[config.mk]
export PLATFORM = sky130hd
export DESIGN_NAME = pressure_temp_output_regs
export DESIGN_NICKNAME = d
export VERILOG_FILES = /design/src/pkg/result_regs_pkg.sv /design/src/rtl/event_flag.sv /design/src/rtl/pressure_clipper.sv /design/src/rtl/pressure_temp_output_regs.sv
export VERILOG_INCLUDE_DIRS = /design/src /design/src/pkg
export SDC_FILE = /design/constraint.sdc
export NUM_CORES = 1
export LEC_CHECK = 0
export ABC_AREA = 0
export BUFFER_PORTS_ARGS = -buffer_cell sky130_fd_sc_hd__buf_4
export CAP_MARGIN = 40
export CORE_MARGIN = 2
export CORE_UTILIZATION = 44
export CTS_CLUSTER_DIAMETER = 80
export DETAILED_ROUTE_END_ITERATION = 10
export PLACE_DENSITY_LB_ADDON = 0.12
export SETUP_SLACK_MARGIN = 0.2
export SLEW_MARGIN = 10
export SYNTH_ARGS = -nofsm -noshare
export SYNTH_HDL_FRONTEND = slang
export SYNTH_SLANG_ARGS = --single-unit
[constraint.sdc]
create_clock -name clock -period 6.2 [get_ports clock]
set_clock_uncertainty 0.2 [all_clocks]
set_input_delay 0.31 -clock clock [delete_from_list [all_inputs] [get_ports clock]]
set_output_delay 0.31 -clock clock [all_outputs]
set_load 0.01 [all_outputs]
[src/pkg/result_regs_defs.svh]
`ifndef RESULT_REGS_DEFS_SVH
`define RESULT_REGS_DEFS_SVH

`define ADDR_PRESS_LOW   8'h28
`define ADDR_PRESS_MID   8'h29
`define ADDR_PRESS_HIGH  8'h2A
`define ADDR_TEMP_LOW    8'h2B
`define ADDR_TEMP_HIGH   8'h2C
`define ADDR_STATUS      8'h27
`define STAT_P_AVAIL     0
`define STAT_T_AVAIL     1
`define STAT_P_OVR       4
`define STAT_T_OVR       5
`define RESET_BYTE       8'h00
`define PRESS_WIDTH      24
`define TEMP_WIDTH       16
`define RAW_WIDTH        26

`endif

[src/pkg/result_regs_pkg.sv]
package result_regs_pkg;

    // host register access, one byte per cycle
    typedef struct packed {
        logic       rd;
        logic       wr;
        logic [7:0] addr;
        logic [7:0] wdata;
    } reg_req_type;

    // stored results and flags
    typedef struct packed {
        logic [23:0] pressure;
        logic [15:0] temperature;
        logic        p_avail;
        logic        t_avail;
        logic        p_ovr;
        logic        t_ovr;
    } result_state_type;

    typedef enum logic [1:0] {
        FLAG_IDLE,
        FLAG_SET,
        FLAG_CLEAR
    } flag_event_type;

endpackage

[src/rtl/event_flag.sv]
`timescale 1ns/1ps
`default_nettype none
module event_flag (
    // clock and reset
    input  wire logic clock,
    input  wire logic rst,
    // events
    input  wire logic set_event,
    input  wire logic clear_event,
    // flag
    output logic      flag
);
    logic flag_reg;
    logic flag_next;

    // a set in the clearing cycle wins so no sample goes unnoticed
    always_comb begin
        if (set_event) begin
            flag_next = 1'b1;
        end else if (clear_event) begin
            flag_next = 1'b0;
        end else begin
            flag_next = flag_reg;
        end
    end

    always_ff @(posedge clock) begin
        if (rst) begin
            flag_reg <= 1'b0;
        end else begin
            flag_reg <= flag_next;
        end
    end

    assign flag = flag_reg;
endmodule
`default_nettype wire

[src/rtl/pressure_clipper.sv]
`timescale 1ns/1ps
`default_nettype none
`include "result_regs_defs.svh"
module pressure_clipper #(
    parameter int RAW_W = `RAW_WIDTH,
    parameter int OUT_W = `PRESS_WIDTH
) (
    // raw measurement and reference
    input  wire logic signed [RAW_W-1:0] measured,
    input  wire logic signed [RAW_W-1:0] reference,
    // limits of the operating range, as differences
    input  wire logic signed [OUT_W-1:0] range_max,
    input  wire logic signed [OUT_W-1:0] range_min,
    // clipped difference
    output logic signed [OUT_W-1:0]      result
);
    logic signed [RAW_W:0] diff;

    always_comb begin
        diff = {measured[RAW_W-1], measured} - {reference[RAW_W-1], reference};
        // saturate so a far reading never wraps into the other sign
        // concatenations are unsigned, so the limits are cast back to signed
        if (diff > $signed({{(RAW_W+1-OUT_W){range_max[OUT_W-1]}}, range_max})) begin
            result = range_max;
        end else if (diff < $signed({{(RAW_W+1-OUT_W){range_min[OUT_W-1]}}, range_min})) begin
            result = range_min;
        end else begin
            result = diff[OUT_W-1:0];
        end
    end
endmodule
`default_nettype wire

[src/rtl/pressure_temp_output_regs.sv]
`timescale 1ns/1ps
`default_nettype none
`include "result_regs_defs.svh"
// Notes on behaviour
// pressure bits 7..0 read at 28h
// pressure bits 15..8 read at 29h
// pressure bits 23..16 read at 2Ah
// pressure is measured minus reference
// 24-bit pressure is two's complement
// out-of-range pressure saturates, never wraps
// temperature bits 7..0 read at 2Bh
// temperature bits 15..8 read at 2Ch
// 16-bit temperature is two's complement
// pressure available: set on sample, cleared by 2Ah read
// temperature available: set on sample, cleared by 2Ch read
// pressure overrun when sample meets unread data
// temperature overrun when sample meets unread data
// writes to result registers are ignored
module pressure_temp_output_regs
    import result_regs_pkg::*;
#(
    parameter int RAW_W = `RAW_WIDTH
) (
    // clock and reset
    input  wire logic                    clock,
    input  wire logic                    rst,
    // conversion engine side
    input  wire logic                    pressure_sample_valid,
    input  wire logic signed [RAW_W-1:0] pressure_measured,
    input  wire logic signed [RAW_W-1:0] pressure_reference,
    input  wire logic signed [23:0]      pressure_range_max,
    input  wire logic signed [23:0]      pressure_range_min,
    input  wire logic                    temperature_sample_valid,
    input  wire logic signed [15:0]      temperature_sample,
    // register access from the serial interface
    input  wire reg_req_type             req,
    output logic [7:0]                   rdata,
    output logic                         rdata_valid,
    // status flags
    output logic                         pressure_available_flag,
    output logic                         temperature_available_flag,
    output logic                         pressure_overrun_flag,
    output logic                         temperature_overrun_flag
);
    logic signed [23:0] pressure_clipped;
    logic [23:0]        pressure_result_bits_reg;
    logic [15:0]        temperature_result_bits_reg;
    logic [7:0]         rdata_reg;
    logic               rdata_valid_reg;
    logic               read_press_high;
    logic               read_temp_high;
    logic               p_ovr_set;
    logic               t_ovr_set;
    logic [7:0]         status_byte;

    pressure_clipper #(
        .RAW_W (RAW_W),
        .OUT_W (`PRESS_WIDTH)
    ) clipper (
        .measured  (pressure_measured),
        .reference (pressure_reference),
        .range_max (pressure_range_max),
        .range_min (pressure_range_min),
        .result    (pressure_clipped)
    );

    // results change only on a new sample; writes have no path here
    always_ff @(posedge clock) begin
        if (rst) begin
            pressure_result_bits_reg <= {`PRESS_WIDTH{1'b0}};
        end else if (pressure_sample_valid) begin
            pressure_result_bits_reg <= pressure_clipped;
        end
    end

    always_ff @(posedge clock) begin
        if (rst) begin
            temperature_result_bits_reg <= {`TEMP_WIDTH{1'b0}};
        end else if (temperature_sample_valid) begin
            temperature_result_bits_reg <= temperature_sample;
        end
    end

    // only reads clear flags, a write to the same address does nothing
    assign read_press_high = req.rd && (req.addr == `ADDR_PRESS_HIGH);
    assign read_temp_high  = req.rd && (req.addr == `ADDR_TEMP_HIGH);
    assign p_ovr_set = pressure_sample_valid && pressure_available_flag;
    assign t_ovr_set = temperature_sample_valid && temperature_available_flag;

    event_flag p_avail_flag (
        .clock       (clock),
        .rst         (rst),
        .set_event   (pressure_sample_valid),
        .clear_event (read_press_high),
        .flag        (pressure_available_flag)
    );

    event_flag t_avail_flag (
        .clock       (clock),
        .rst         (rst),
        .set_event   (temperature_sample_valid),
        .clear_event (read_temp_high),
        .flag        (temperature_available_flag)
    );

    event_flag p_ovr_flag (
        .clock       (clock),
        .rst         (rst),
        .set_event   (p_ovr_set),
        .clear_event (read_press_high),
        .flag        (pressure_overrun_flag)
    );

    event_flag t_ovr_flag (
        .clock       (clock),
        .rst         (rst),
        .set_event   (t_ovr_set),
        .clear_event (read_temp_high),
        .flag        (temperature_overrun_flag)
    );

    always_comb begin
        status_byte = `RESET_BYTE;
        status_byte[`STAT_P_AVAIL] = pressure_available_flag;
        status_byte[`STAT_T_AVAIL] = temperature_available_flag;
        status_byte[`STAT_P_OVR]   = pressure_overrun_flag;
        status_byte[`STAT_T_OVR]   = temperature_overrun_flag;
    end

    // read data is registered; it shows values before this cycle's sample
    always_ff @(posedge clock) begin
        if (rst) begin
            rdata_reg <= `RESET_BYTE;
        end else if (req.rd) begin
            if (req.addr == `ADDR_PRESS_LOW) begin
                rdata_reg <= pressure_result_bits_reg[7:0];
            end else if (req.addr == `ADDR_PRESS_MID) begin
                rdata_reg <= pressure_result_bits_reg[15:8];
            end else if (req.addr == `ADDR_PRESS_HIGH) begin
                rdata_reg <= pressure_result_bits_reg[23:16];
            end else if (req.addr == `ADDR_TEMP_LOW) begin
                rdata_reg <= temperature_result_bits_reg[7:0];
            end else if (req.addr == `ADDR_TEMP_HIGH) begin
                rdata_reg <= temperature_result_bits_reg[15:8];
            end else if (req.addr == `ADDR_STATUS) begin
                rdata_reg <= status_byte;
            end else begin
                rdata_reg <= `RESET_BYTE;
            end
        end
    end

    always_ff @(posedge clock) begin
        if (rst) begin
            rdata_valid_reg <= 1'b0;
        end else begin
            rdata_valid_reg <= req.rd;
        end
    end

    assign rdata       = rdata_reg;
    assign rdata_valid = rdata_valid_reg;
endmodule
`default_nettype wire

---- Word-level counts from Yosys, hierarchy flattened ----
Index checks and enable logic that the tools add are counted.
word-level totals
  register bits ........................... 53
  input bits .............................. 138
  output and inout port bits .............. 13
  word-level logic and storage cells ...... 39
cells by class
  add/subtract/negate cells ............... 1
  order comparisons ....................... 2
  equality and inequality tests ........... 6
  mux-type cells .......................... 14
  reductions and logical operators ........ 8
operators with widths
  kind                  number
  $eq A8 B6 Y1 const B  6
  $mux W24              2
  $mux W8               5
  $gt A27 B24 Y1        1
  $lt A27 B24 Y1        1
  $sub A26 B26 Y27      1
  $reduce_bool A2 Y1    4
  $mux W1               6
  $mux W6               1
  $logic_and A1 B1 Y1   4

---- Longest topological paths before layout ----
Gate-level depths: netlist of run 1.
  depth after elaboration ................. 7
  mapped depth ............................ 20

---- Hierarchy ----
Synthesis of run 1 repeated with hierarchy kept, for this count alone.
second synthesis, totals
  cells, all modules ...................... 719
  area, all modules ....................... 5850.6 µm²
modules (own cells, without submodules)
  module                     instances  cells an instance  area an instance (µm²)  sequential area each (µm²)
  pressure_clipper           1          455                3424.5                  0.0
  pressure_temp_output_regs  1          248                2270.9                  980.9
  event_flag                 4          4                  38.8                    20.0

---- Worst setup path before layout of run 1 ----
No wires, ideal clock.
  path kind ............................... input port to flip-flop
  from .................................... input port pressure_measured[0]
  to ...................................... register pressure_result_bits_reg[10]
  library setup time ...................... 141 ps
  arrival time ............................ 4222 ps
  data required time ...................... 5859 ps
  path slack .............................. 1637 ps
  stages .................................. 19
  path through ............................ inv_1 -> ha_1 -> fa_1 -> nor2b_1 -> o211a_1 -> o21a_2 -> o21ai_4 -> o31a_4 -> o31a_4 -> o21ai_2 -> xor2_1 -> ha_1 -> a21o_1 -> a211oi_2 -> o211ai_1 -> o221ai_2 -> buf_4 -> mux2i_1 -> o221ai_1
on the way
  cells in the longest elaborated chain, start to end .. 4
  elaborated cells between the ends (all ways) .. 5
  classes of those cells .................. add/sub: 1; order compare: 2; mux: 2
RTL lines
  item                    line                             text
  start: declaration      pressure_temp_output_regs.sv:29  input wire logic signed [RAW_W-1:0] pressure_measured,
  $sub A26 B26 Y27 *      pressure_clipper.sv:20           diff = {measured[RAW_W-1], measured} - {reference[RAW_W-1], reference};
  $lt A27 B24 Y1          pressure_clipper.sv:25           end else if (diff < $signed({{(RAW_W+1-OUT_W){range_min[OUT_W-1]}}, range_min})) begin
  $mux W24                pressure_clipper.sv:25
  $mux W24 *              pressure_clipper.sv:23           if (diff > $signed({{(RAW_W+1-OUT_W){range_max[OUT_W-1]}}, range_max})) begin
  end signal: assignment  pressure_temp_output_regs.sv:70  pressure_result_bits_reg <= {`PRESS_WIDTH{1'b0}};
  end signal: assignment  pressure_temp_output_regs.sv:72  pressure_result_bits_reg <= pressure_clipped;
  end: declaration        pressure_temp_output_regs.sv:46  logic [23:0] pressure_result_bits_reg;
Mark *: on every way between the ends. The rest lies on a longest branch, timed or not.
A chain may end at the register's enable or synchronous reset.

---- Final worst setup path of run 1 ----
  from .................................... input port pressure_measured[8]
  to ...................................... register pressure_result_bits_reg[20]
The elaborated chain is that of the path after synthesis.

==> metrics.md, run 1 <==
| Metric | Value |
|---|---|
| TritonRoute pass-1 iters | 5 |
| Clock Sinks | 53 |
| Hold Buf Count CTS | 0 |
| Syn Nets | 861 |
| WL per Instance | 15.61 um |
| Root buffer cell | clkbuf_16 |
| Total core area | 11,470 um^2 |
| Reg2reg end | rdata[1]$_SDFFE_PP0P_ |
| Number of flip-flops under the largest register name | 24 |
| CTS Buffer Depth | 2 |
| Worst skew pair latency | 290 ps |
| Top-area cell type share of the netlist area | 20.44% |
| Row cnt | 39 |
| Die ar. | 12,680 um^2 |
| DP HPWL | 11.90 mm |
| Number of library cell types mapped by synthesis | 64 |
| Nets | 990 |
| DP Cell Count | 908 |
| CTS clk-pin slew, worst paths | 70 ps |
| Final Wtd Congestion | 0.8805 |
| Final core occ | 56.69% |
| Worst Hold Path Cells | 3 |
| Hold Path End | temperature_result_bits_reg[12]$_SDFFE_PP0P_ |
| Final wirelength | 14.30 mm |
| Tmin final | 5246 ps |
| Synth Warn # | 0 |
| Die width | 112.6 um |
| Worst Max-Slew Pin Slew | 590.4 ps |
| Cell Count, Final, Fillers Out | 916 |
| Synth Flop Type | dfxtp_1 |
| Via density | 5.597 |
| RSZ-0062 raised after global routing | false |
| Critical path's top delay family | compound AO/OA/AOI/OAI gates |
| Period utilisation layout | 84.61% |
| FMAX | 190.6 MHz |
| Post-Syn Instances | 643 |
| Setup TNS | 0 ps |
| First-pass GRT wire length | 23.42 mm |
| Post-route ant nets | 0 |
| Relative slew slack | 60.22% |
| CP max stage delay | 520 ps |
| DP Worst Slack | 708.8 ps |
| Data required time of the critical path | 6180 ps |
| CTS tree | built |
| Status | completed |
| Commonest cells post-synth | 86 x inv_1, 79 x ha_1, 55 x nor2_1 |
| Sw Pwr | 489.4 uW |
| Max Slew Vio Count | 0 |
| Syn Area/Cell | 8.072 um^2 |
| HP Start | temperature_sample[12] |
| Drc violations | 0 |
| Layout cells sized above 1 | 22.25% |
| Worst path cell trace | buf_4 > ha_1 > a21oi_1 > o21ai_0 > nor2_1 > a21oi_1 > o21ai_0 > nand2_1 > xnor2_1 > inv_1 > ha_1 > and3_1 > nand4_1 > nor4_1 > o41ai_1 > nand4_1 > a21bo_2 > nor2_1 > a221o_1 |
| FILL cells | 1,103 |
| Die H | 112.6 um |
| Synthesized area | 5190 um^2 |
| CP bufs+invs | 2 |
| CP max FO | 23 |
| Post-synth EDFFs | 0 |
| Register share of total power | 31.1% |
| GRT Util Overall | 22.32% |
| Final hold viol count | 0 |
| Path category of the worst min-delay check | in -> reg |
| Initial Util | 45.26% |
| Post-CTS setup buffer count | 0 |
| Worst R2R Start | pressure_result_bits_reg[17]$_SDFFE_PP0P_ |
| Initial drt markers | 300 |
| R2r setup slk | 4740 ps |
| Via count | 5,127 |
| Switching fraction of total power | 37.15% |
| Num CTS Buffers | 5 |
| Worst-case reg-to-reg path depth | 5 |
| I/O Buffers | 141 |
| Internal | 828.1 uW |
| Share of the yosys chip area belonging to registers | 20.44% |
| Setup CP Type | in -> reg |
| Leakage Power | 3.320 nW |
| Vias in the first global route | 5,041 |
| Initial antenna violation count | 0 |
| H-tree depth | 2 |
| Ant. Diodes | 0 |
| Critical path's slowest cell | nor4_1 |
| CP arrival | 5220 ps |
| I/O pin cnt | 151 |
| Yosys reg bits | 53 |
| Clock share of power | 21.1% |
| Largest net degree at the start of global routing | 32 |
| Synth area leader | dfxtp_1 |
| Top-count cell post-synth | inv_1 |
| Worst vdd ir | 115.6 uV |
| Grt total ovfl | 0 |
| Hold WS | 52.45 ps |
| Area contributors post-synth | dfxtp_1 20%, ha_1 19%, mux2i_1 7.1% |
| Max-Cap Viols | 0 |
| PwrDens | 202.7 nW/um^2 |
| Final worst-path setup slack | 954.3 ps |
| Post-cts resize count | 0 |
| Async S/R FF share, synth | 0% |
| Combinational share of power | 47.8% |
| Synthesis-to-finish area growth | 25.27% |
| Worst setup EP type | register |
| CP startpoint kind | input port |
| Final setup violation count | 0 |
-- per-layer routing --
metal | vias to the layer above | GRT usage [%] | routed length (um)
li1 | 2576 | - | -
met2 | 163 | 38.44 | 6859
met3 | 16 | 2.970 | 780
met5 | - | 0 | 0
met4 | 0 | 6.260 | 252
met1 | 2372 | 29.28 | 6409
-- how the worst max path moves through the flow --
stage,startpoint,to,slack [ps],cells after the start
after CTS,pressure_measured[0],pressure_result_bits_reg[20]$_SDFFE_PP0P_,1000,20
after global placement,pressure_measured[0],pressure_result_bits_reg[20]$_SDFFE_PP0P_,860,20
final,pressure_measured[8],pressure_result_bits_reg[20]$_SDFFE_PP0P_,950,19
after floorplan,pressure_measured[0],pressure_result_bits_reg[10]$_SDFFE_PP0P_,1640,19
after global routing,pressure_measured[8],pressure_result_bits_reg[20]$_SDFFE_PP0P_,670,19
after detailed placement,pressure_measured[0],pressure_result_bits_reg[20]$_SDFFE_PP0P_,710,20
-- layout make-up --
class / count / area (um^2) / share of cell area (%)
Clock buffer: 6 / 128.9 / 1.982
Clock inverter: 2 / 13.76 / 0.2117
Inverter: 86 / 322.8 / 4.965
Multi-Input combinational cell: 482 / 3715 / 57.14
Sequential cell: 53 / 1061 / 16.32
Tap cell: 143 / 178.9 / 2.752
Timing Repair Buffer: 144 / 1081 / 16.63
-- power groups by stage --
stage | registers (mW) | clock network (mW) | logic, mW
floorplan | 0.404 | 0 | 0.446
global placement | 0.415 | 0 | 0.607
CTS | 0.408 | 0.280 | 0.631
detailed placement | 0.415 | 0 | 0.627
global route | 0.412 | 0.293 | 0.705
finish | 0.409 | 0.278 | 0.630
-- stage by stage --
step	area [um^2]	total power [mW]
final	6501	1.317
after floorplan	5190	0.8494
after detailed placement	6359	1.043
after global routing	6501	1.411
after CTS	6501	1.319
after global placement	6359	1.022
-- cells in the final DEF (no fill, tap or decap), types with 12 or more instances in the layout --
cell	instances
o221ai_1	20
a21oi_1	38
buf_4	144
a21o_1	20
nor2_1	55
ha_1	79
a31oi_1	12
o21ai_0	19
mux2i_1	37
dfxtp_1	53
inv_1	86
nand2_1	54
-- kinds of logic after synthesis --
group	count (synthesis)	synth area share (%)
XOR/XNOR	20	3.520
flip-flops	53	20.44
buffers and inverters	108	7.980
adder cells (fa/ha/maj)	80	19.43
AND/OR/NAND/NOR	167	14.80
multiplexers	45	10.39
AO/OA/AOI/OAI	170	23.43
-- worst register-to-register path, cell delays in order (launching register included) --
cell and delay (ps):
dfxtp_1 350, mux4_2 490, nand2_1 80, o211ai_1 80, o21ai_0 80, nor2_1 50
Power figures use the tool's default switching activity.
==> run 2: changes to the inputs <==
==> constraint.sdc (replaced) <==
create_clock -name clock -period 5.1 [get_ports clock]
set_clock_uncertainty 0.2 [all_clocks]
set_input_delay 0.255 -clock clock [delete_from_list [all_inputs] [get_ports clock]]
set_output_delay 0.255 -clock clock [all_outputs]
set_load 0.01 [all_outputs]
==> run 2 against run 1 <==
Compared with the run above:
- register-to-register slack worse by 1100 ps
- clock power up 22%
- critical path depth grew 2
- via count barely moved
- combinational power is 24% higher
- first-iteration DRC count fell by 15%
- highest routed layer unchanged
- sequential cell count did not move
- routed wire length decreased by 0.99%
- final cell count up 0.76%
- non-clock buffer count grew 7
- core utilization grew 0.59 points
==> metrics.md, run 2 (synthesis results as in run 1) <==
| Metric | Value |
|---|---|
| Number of flip-flops under the largest register name | 24 (unchanged) |
| Drc violations | 0 (unchanged) |
| Initial Util | 45.26% (unchanged) |
| Initial antenna violation count | 0 (unchanged) |
| Status | completed |
| Setup TNS | 0 ps (unchanged) |
| Worst setup EP type | register |
| Total core area | 11,470 um^2 (unchanged) |
| Cell Count, Final, Fillers Out | 923 (+0.76%) |
| Worst Max-Slew Pin Slew | 598.2 ps (+7.762 ps) |
| Tmin final | 4700 ps |
| Via count | 5,124 (-0.059%) |
| CP max FO | 20 (-13%) |
| Data required time of the critical path | 5100 ps (-1080 ps) |
| Max-Cap Viols | 0 (unchanged) |
| Register share of total power | 30.8% (-0.3 points) |
| Leakage Power | 3.356 nW (+1.1%) |
| CTS tree | built |
| Sw Pwr | 593.3 uW (+21%) |
| Row cnt | 39 (unchanged) |
| Final wirelength | 14.16 mm (-0.99%) |
| Hold WS | 4.035 ps (-48.42 ps) |
| Die ar. | 12,680 um^2 (unchanged) |
| Final instance area | 6569 um^2 (+1.0%) |
| Internal | 1.022 mW (+23%) |
| Vias in the first global route | 4,917 (-2.5%) |
| Setup CP Type | in -> reg |
| Post-route ant nets | 0 (unchanged) |
| Most frequent cells in the layout | 149 x buf_4, 86 x inv_1, 79 x ha_1 |
| H-tree depth | 2 (unchanged) |
| DP Area | 6416 um^2 (+0.91%) |
| Combinational share of power | 48.3% (+0.5 points) |
| First-pass GRT wire length | 23.36 mm (-0.26%) |
| RSZ-0062 raised after global routing | false |
| Synthesis-to-finish area growth | 26.57% |
| Nets | 997 (+0.71%) |
| Ant. Diodes | 0 (unchanged) |
| CTS Buffer Depth | 2 (unchanged) |
| FILL cells | 1,079 (-2.2%) |
| Via density | 5.551 (-0.82%) |
| Max Slew Vio Count | 0 (unchanged) |
| Worst skew pair latency | 290 ps (about the same) |
| Initial drt markers | 255 (-15%) |
| CTS clk-pin slew, worst paths | 70 ps (about the same) |
| Switching fraction of total power | 36.74% (-0.41 points) |
| DP HPWL | 11.76 mm (-1.1%) |
| Period utilisation layout | 92.15% |
| Die H | 112.6 um (unchanged) |
| Post-CTS setup buffer count | 0 (unchanged) |
| Root buffer cell | clkbuf_16 |
| Grt total ovfl | 0 (unchanged) |
| CP arrival | 4700 ps (-520 ps) |
| Layout cells sized above 1 | 22.82% (+0.57 points) |
| Final setup violation count | 0 (unchanged) |
| I/O pin cnt | 151 (unchanged) |
| FMAX | 212.8 MHz |
| Num CTS Buffers | 5 (unchanged) |
| DP Cell Count | 914 (+0.66%) |
| Largest net degree at the start of global routing | 32 (unchanged) |
| CP startpoint kind | input port |
| Clock Sinks | 53 (unchanged) |
| Worst vdd ir | 160.4 uV (+39%) |
| Relative slew slack | 59.60% (-0.62 points) |
| Path category of the worst min-delay check | in -> reg |
| Clock share of power | 20.9% (-0.2 points) |
| TritonRoute pass-1 iters | 5 (unchanged) |
| Final hold viol count | 0 (unchanged) |
| Die width | 112.6 um (unchanged) |
| GRT Util Overall | 22.19% (-0.14 points) |
| PwrDens | 245.9 nW/um^2 (+21%) |
| Final Wtd Congestion | 0.8531 (-3.1%) |
| WL per Instance | 15.34 um (-1.7%) |
| Commonest non-fill, non-tap cell in the layout | buf_4 |
| Final core occ | 57.28% (+0.59 points) |
| I/O Buffers | 141 (unchanged) |
run 2: changes by cell type in the layout (fill, tap and decap cells not counted):
cell           previous run  this run
buf_12                    0         1
buf_4                   144       149
dlygate4sd3_1             0         1
run 2: repair_timing:
action | 4_1_cts | 5_1_grt
hold endpoints to repair | 1 | 0
hold buffers | 1 | 0
resized for setup | 0 | 0
run 2: worst paths after layout:
kind | startpoint | end | slack (ps) | depth (start not counted)
worst max-delay path | pressure_measured[0] | pressure_result_bits_reg[6]$_SDFFE_PP0P_ | 400 | 21
worst min-delay path | temperature_sample[15] | temperature_result_bits_reg[15]$_SDFFE_PP0P_ | 4 | 3
worst max register to register | pressure_result_bits_reg[17]$_SDFFE_PP0P_ | rdata[1]$_SDFFE_PP0P_ | 3640 | 5
worst min register to register | pressure_result_bits_reg[8]$_SDFFE_PP0P_ | pressure_result_bits_reg[8]$_SDFFE_PP0P_ | 270 | 2
run 2: worst max-delay path, stage by stage:
cell	delay [ps]
buf_4	80
inv_1	30
ha_1	210
fa_1	420
nor2b_1	180
o211a_1	210
o21a_2	190
o21ai_4	90
o31a_4	390
o31a_4	310
o21ai_2	180
a31oi_1	150
ha_1	360
nand4_1	190
nor4_1	320
buf_4	170
o41ai_1	110
nand4_1	190
nand3_1	170
buf_4	260
o221ai_1	220
run 2: cell type report:
cell class	instances	area, um^2	share of cell area, %
clock inverters	2	13.76	0.2095
clock buffers	6	128.9	1.962
repair buffers	151	1149	17.49
well taps	143	178.9	2.724
flip-flops and latches	53	1061	16.15
inverters	86	322.8	4.914
multi-input cells	482	3715	56.55
run 2: stage by stage:
stage	setup slack, ps	total power [mW]
global placement	296.0	1.258
global route	200.1	1.733
floorplan	591.6	1.033
CTS	442.0	1.619
detailed placement	155.0	1.280
finish	400.1	1.615
run 2: per-layer routing:
layer / track usage [%] / up-vias / wire, um
met1: 30.42 / 2356 / 6511
met5: 0 / - / 0
met2: 37.68 / 157 / 6703
met3: 2.646 / 15 / 744
li1: - / 2596 / -
met4: 4.553 / 0 / 201
run 2: power groups by stage:
stage	Sequential [mW]	Combinational, mW	Clock [mW]
2_1_floorplan	0.491	0.542	0
3_3_place_gp	0.504	0.754	0
3_5_place_dp	0.504	0.775	0
4_1_cts	0.495	0.781	0.343
5_1_grt	0.500	0.872	0.361
6_report	0.497	0.780	0.338
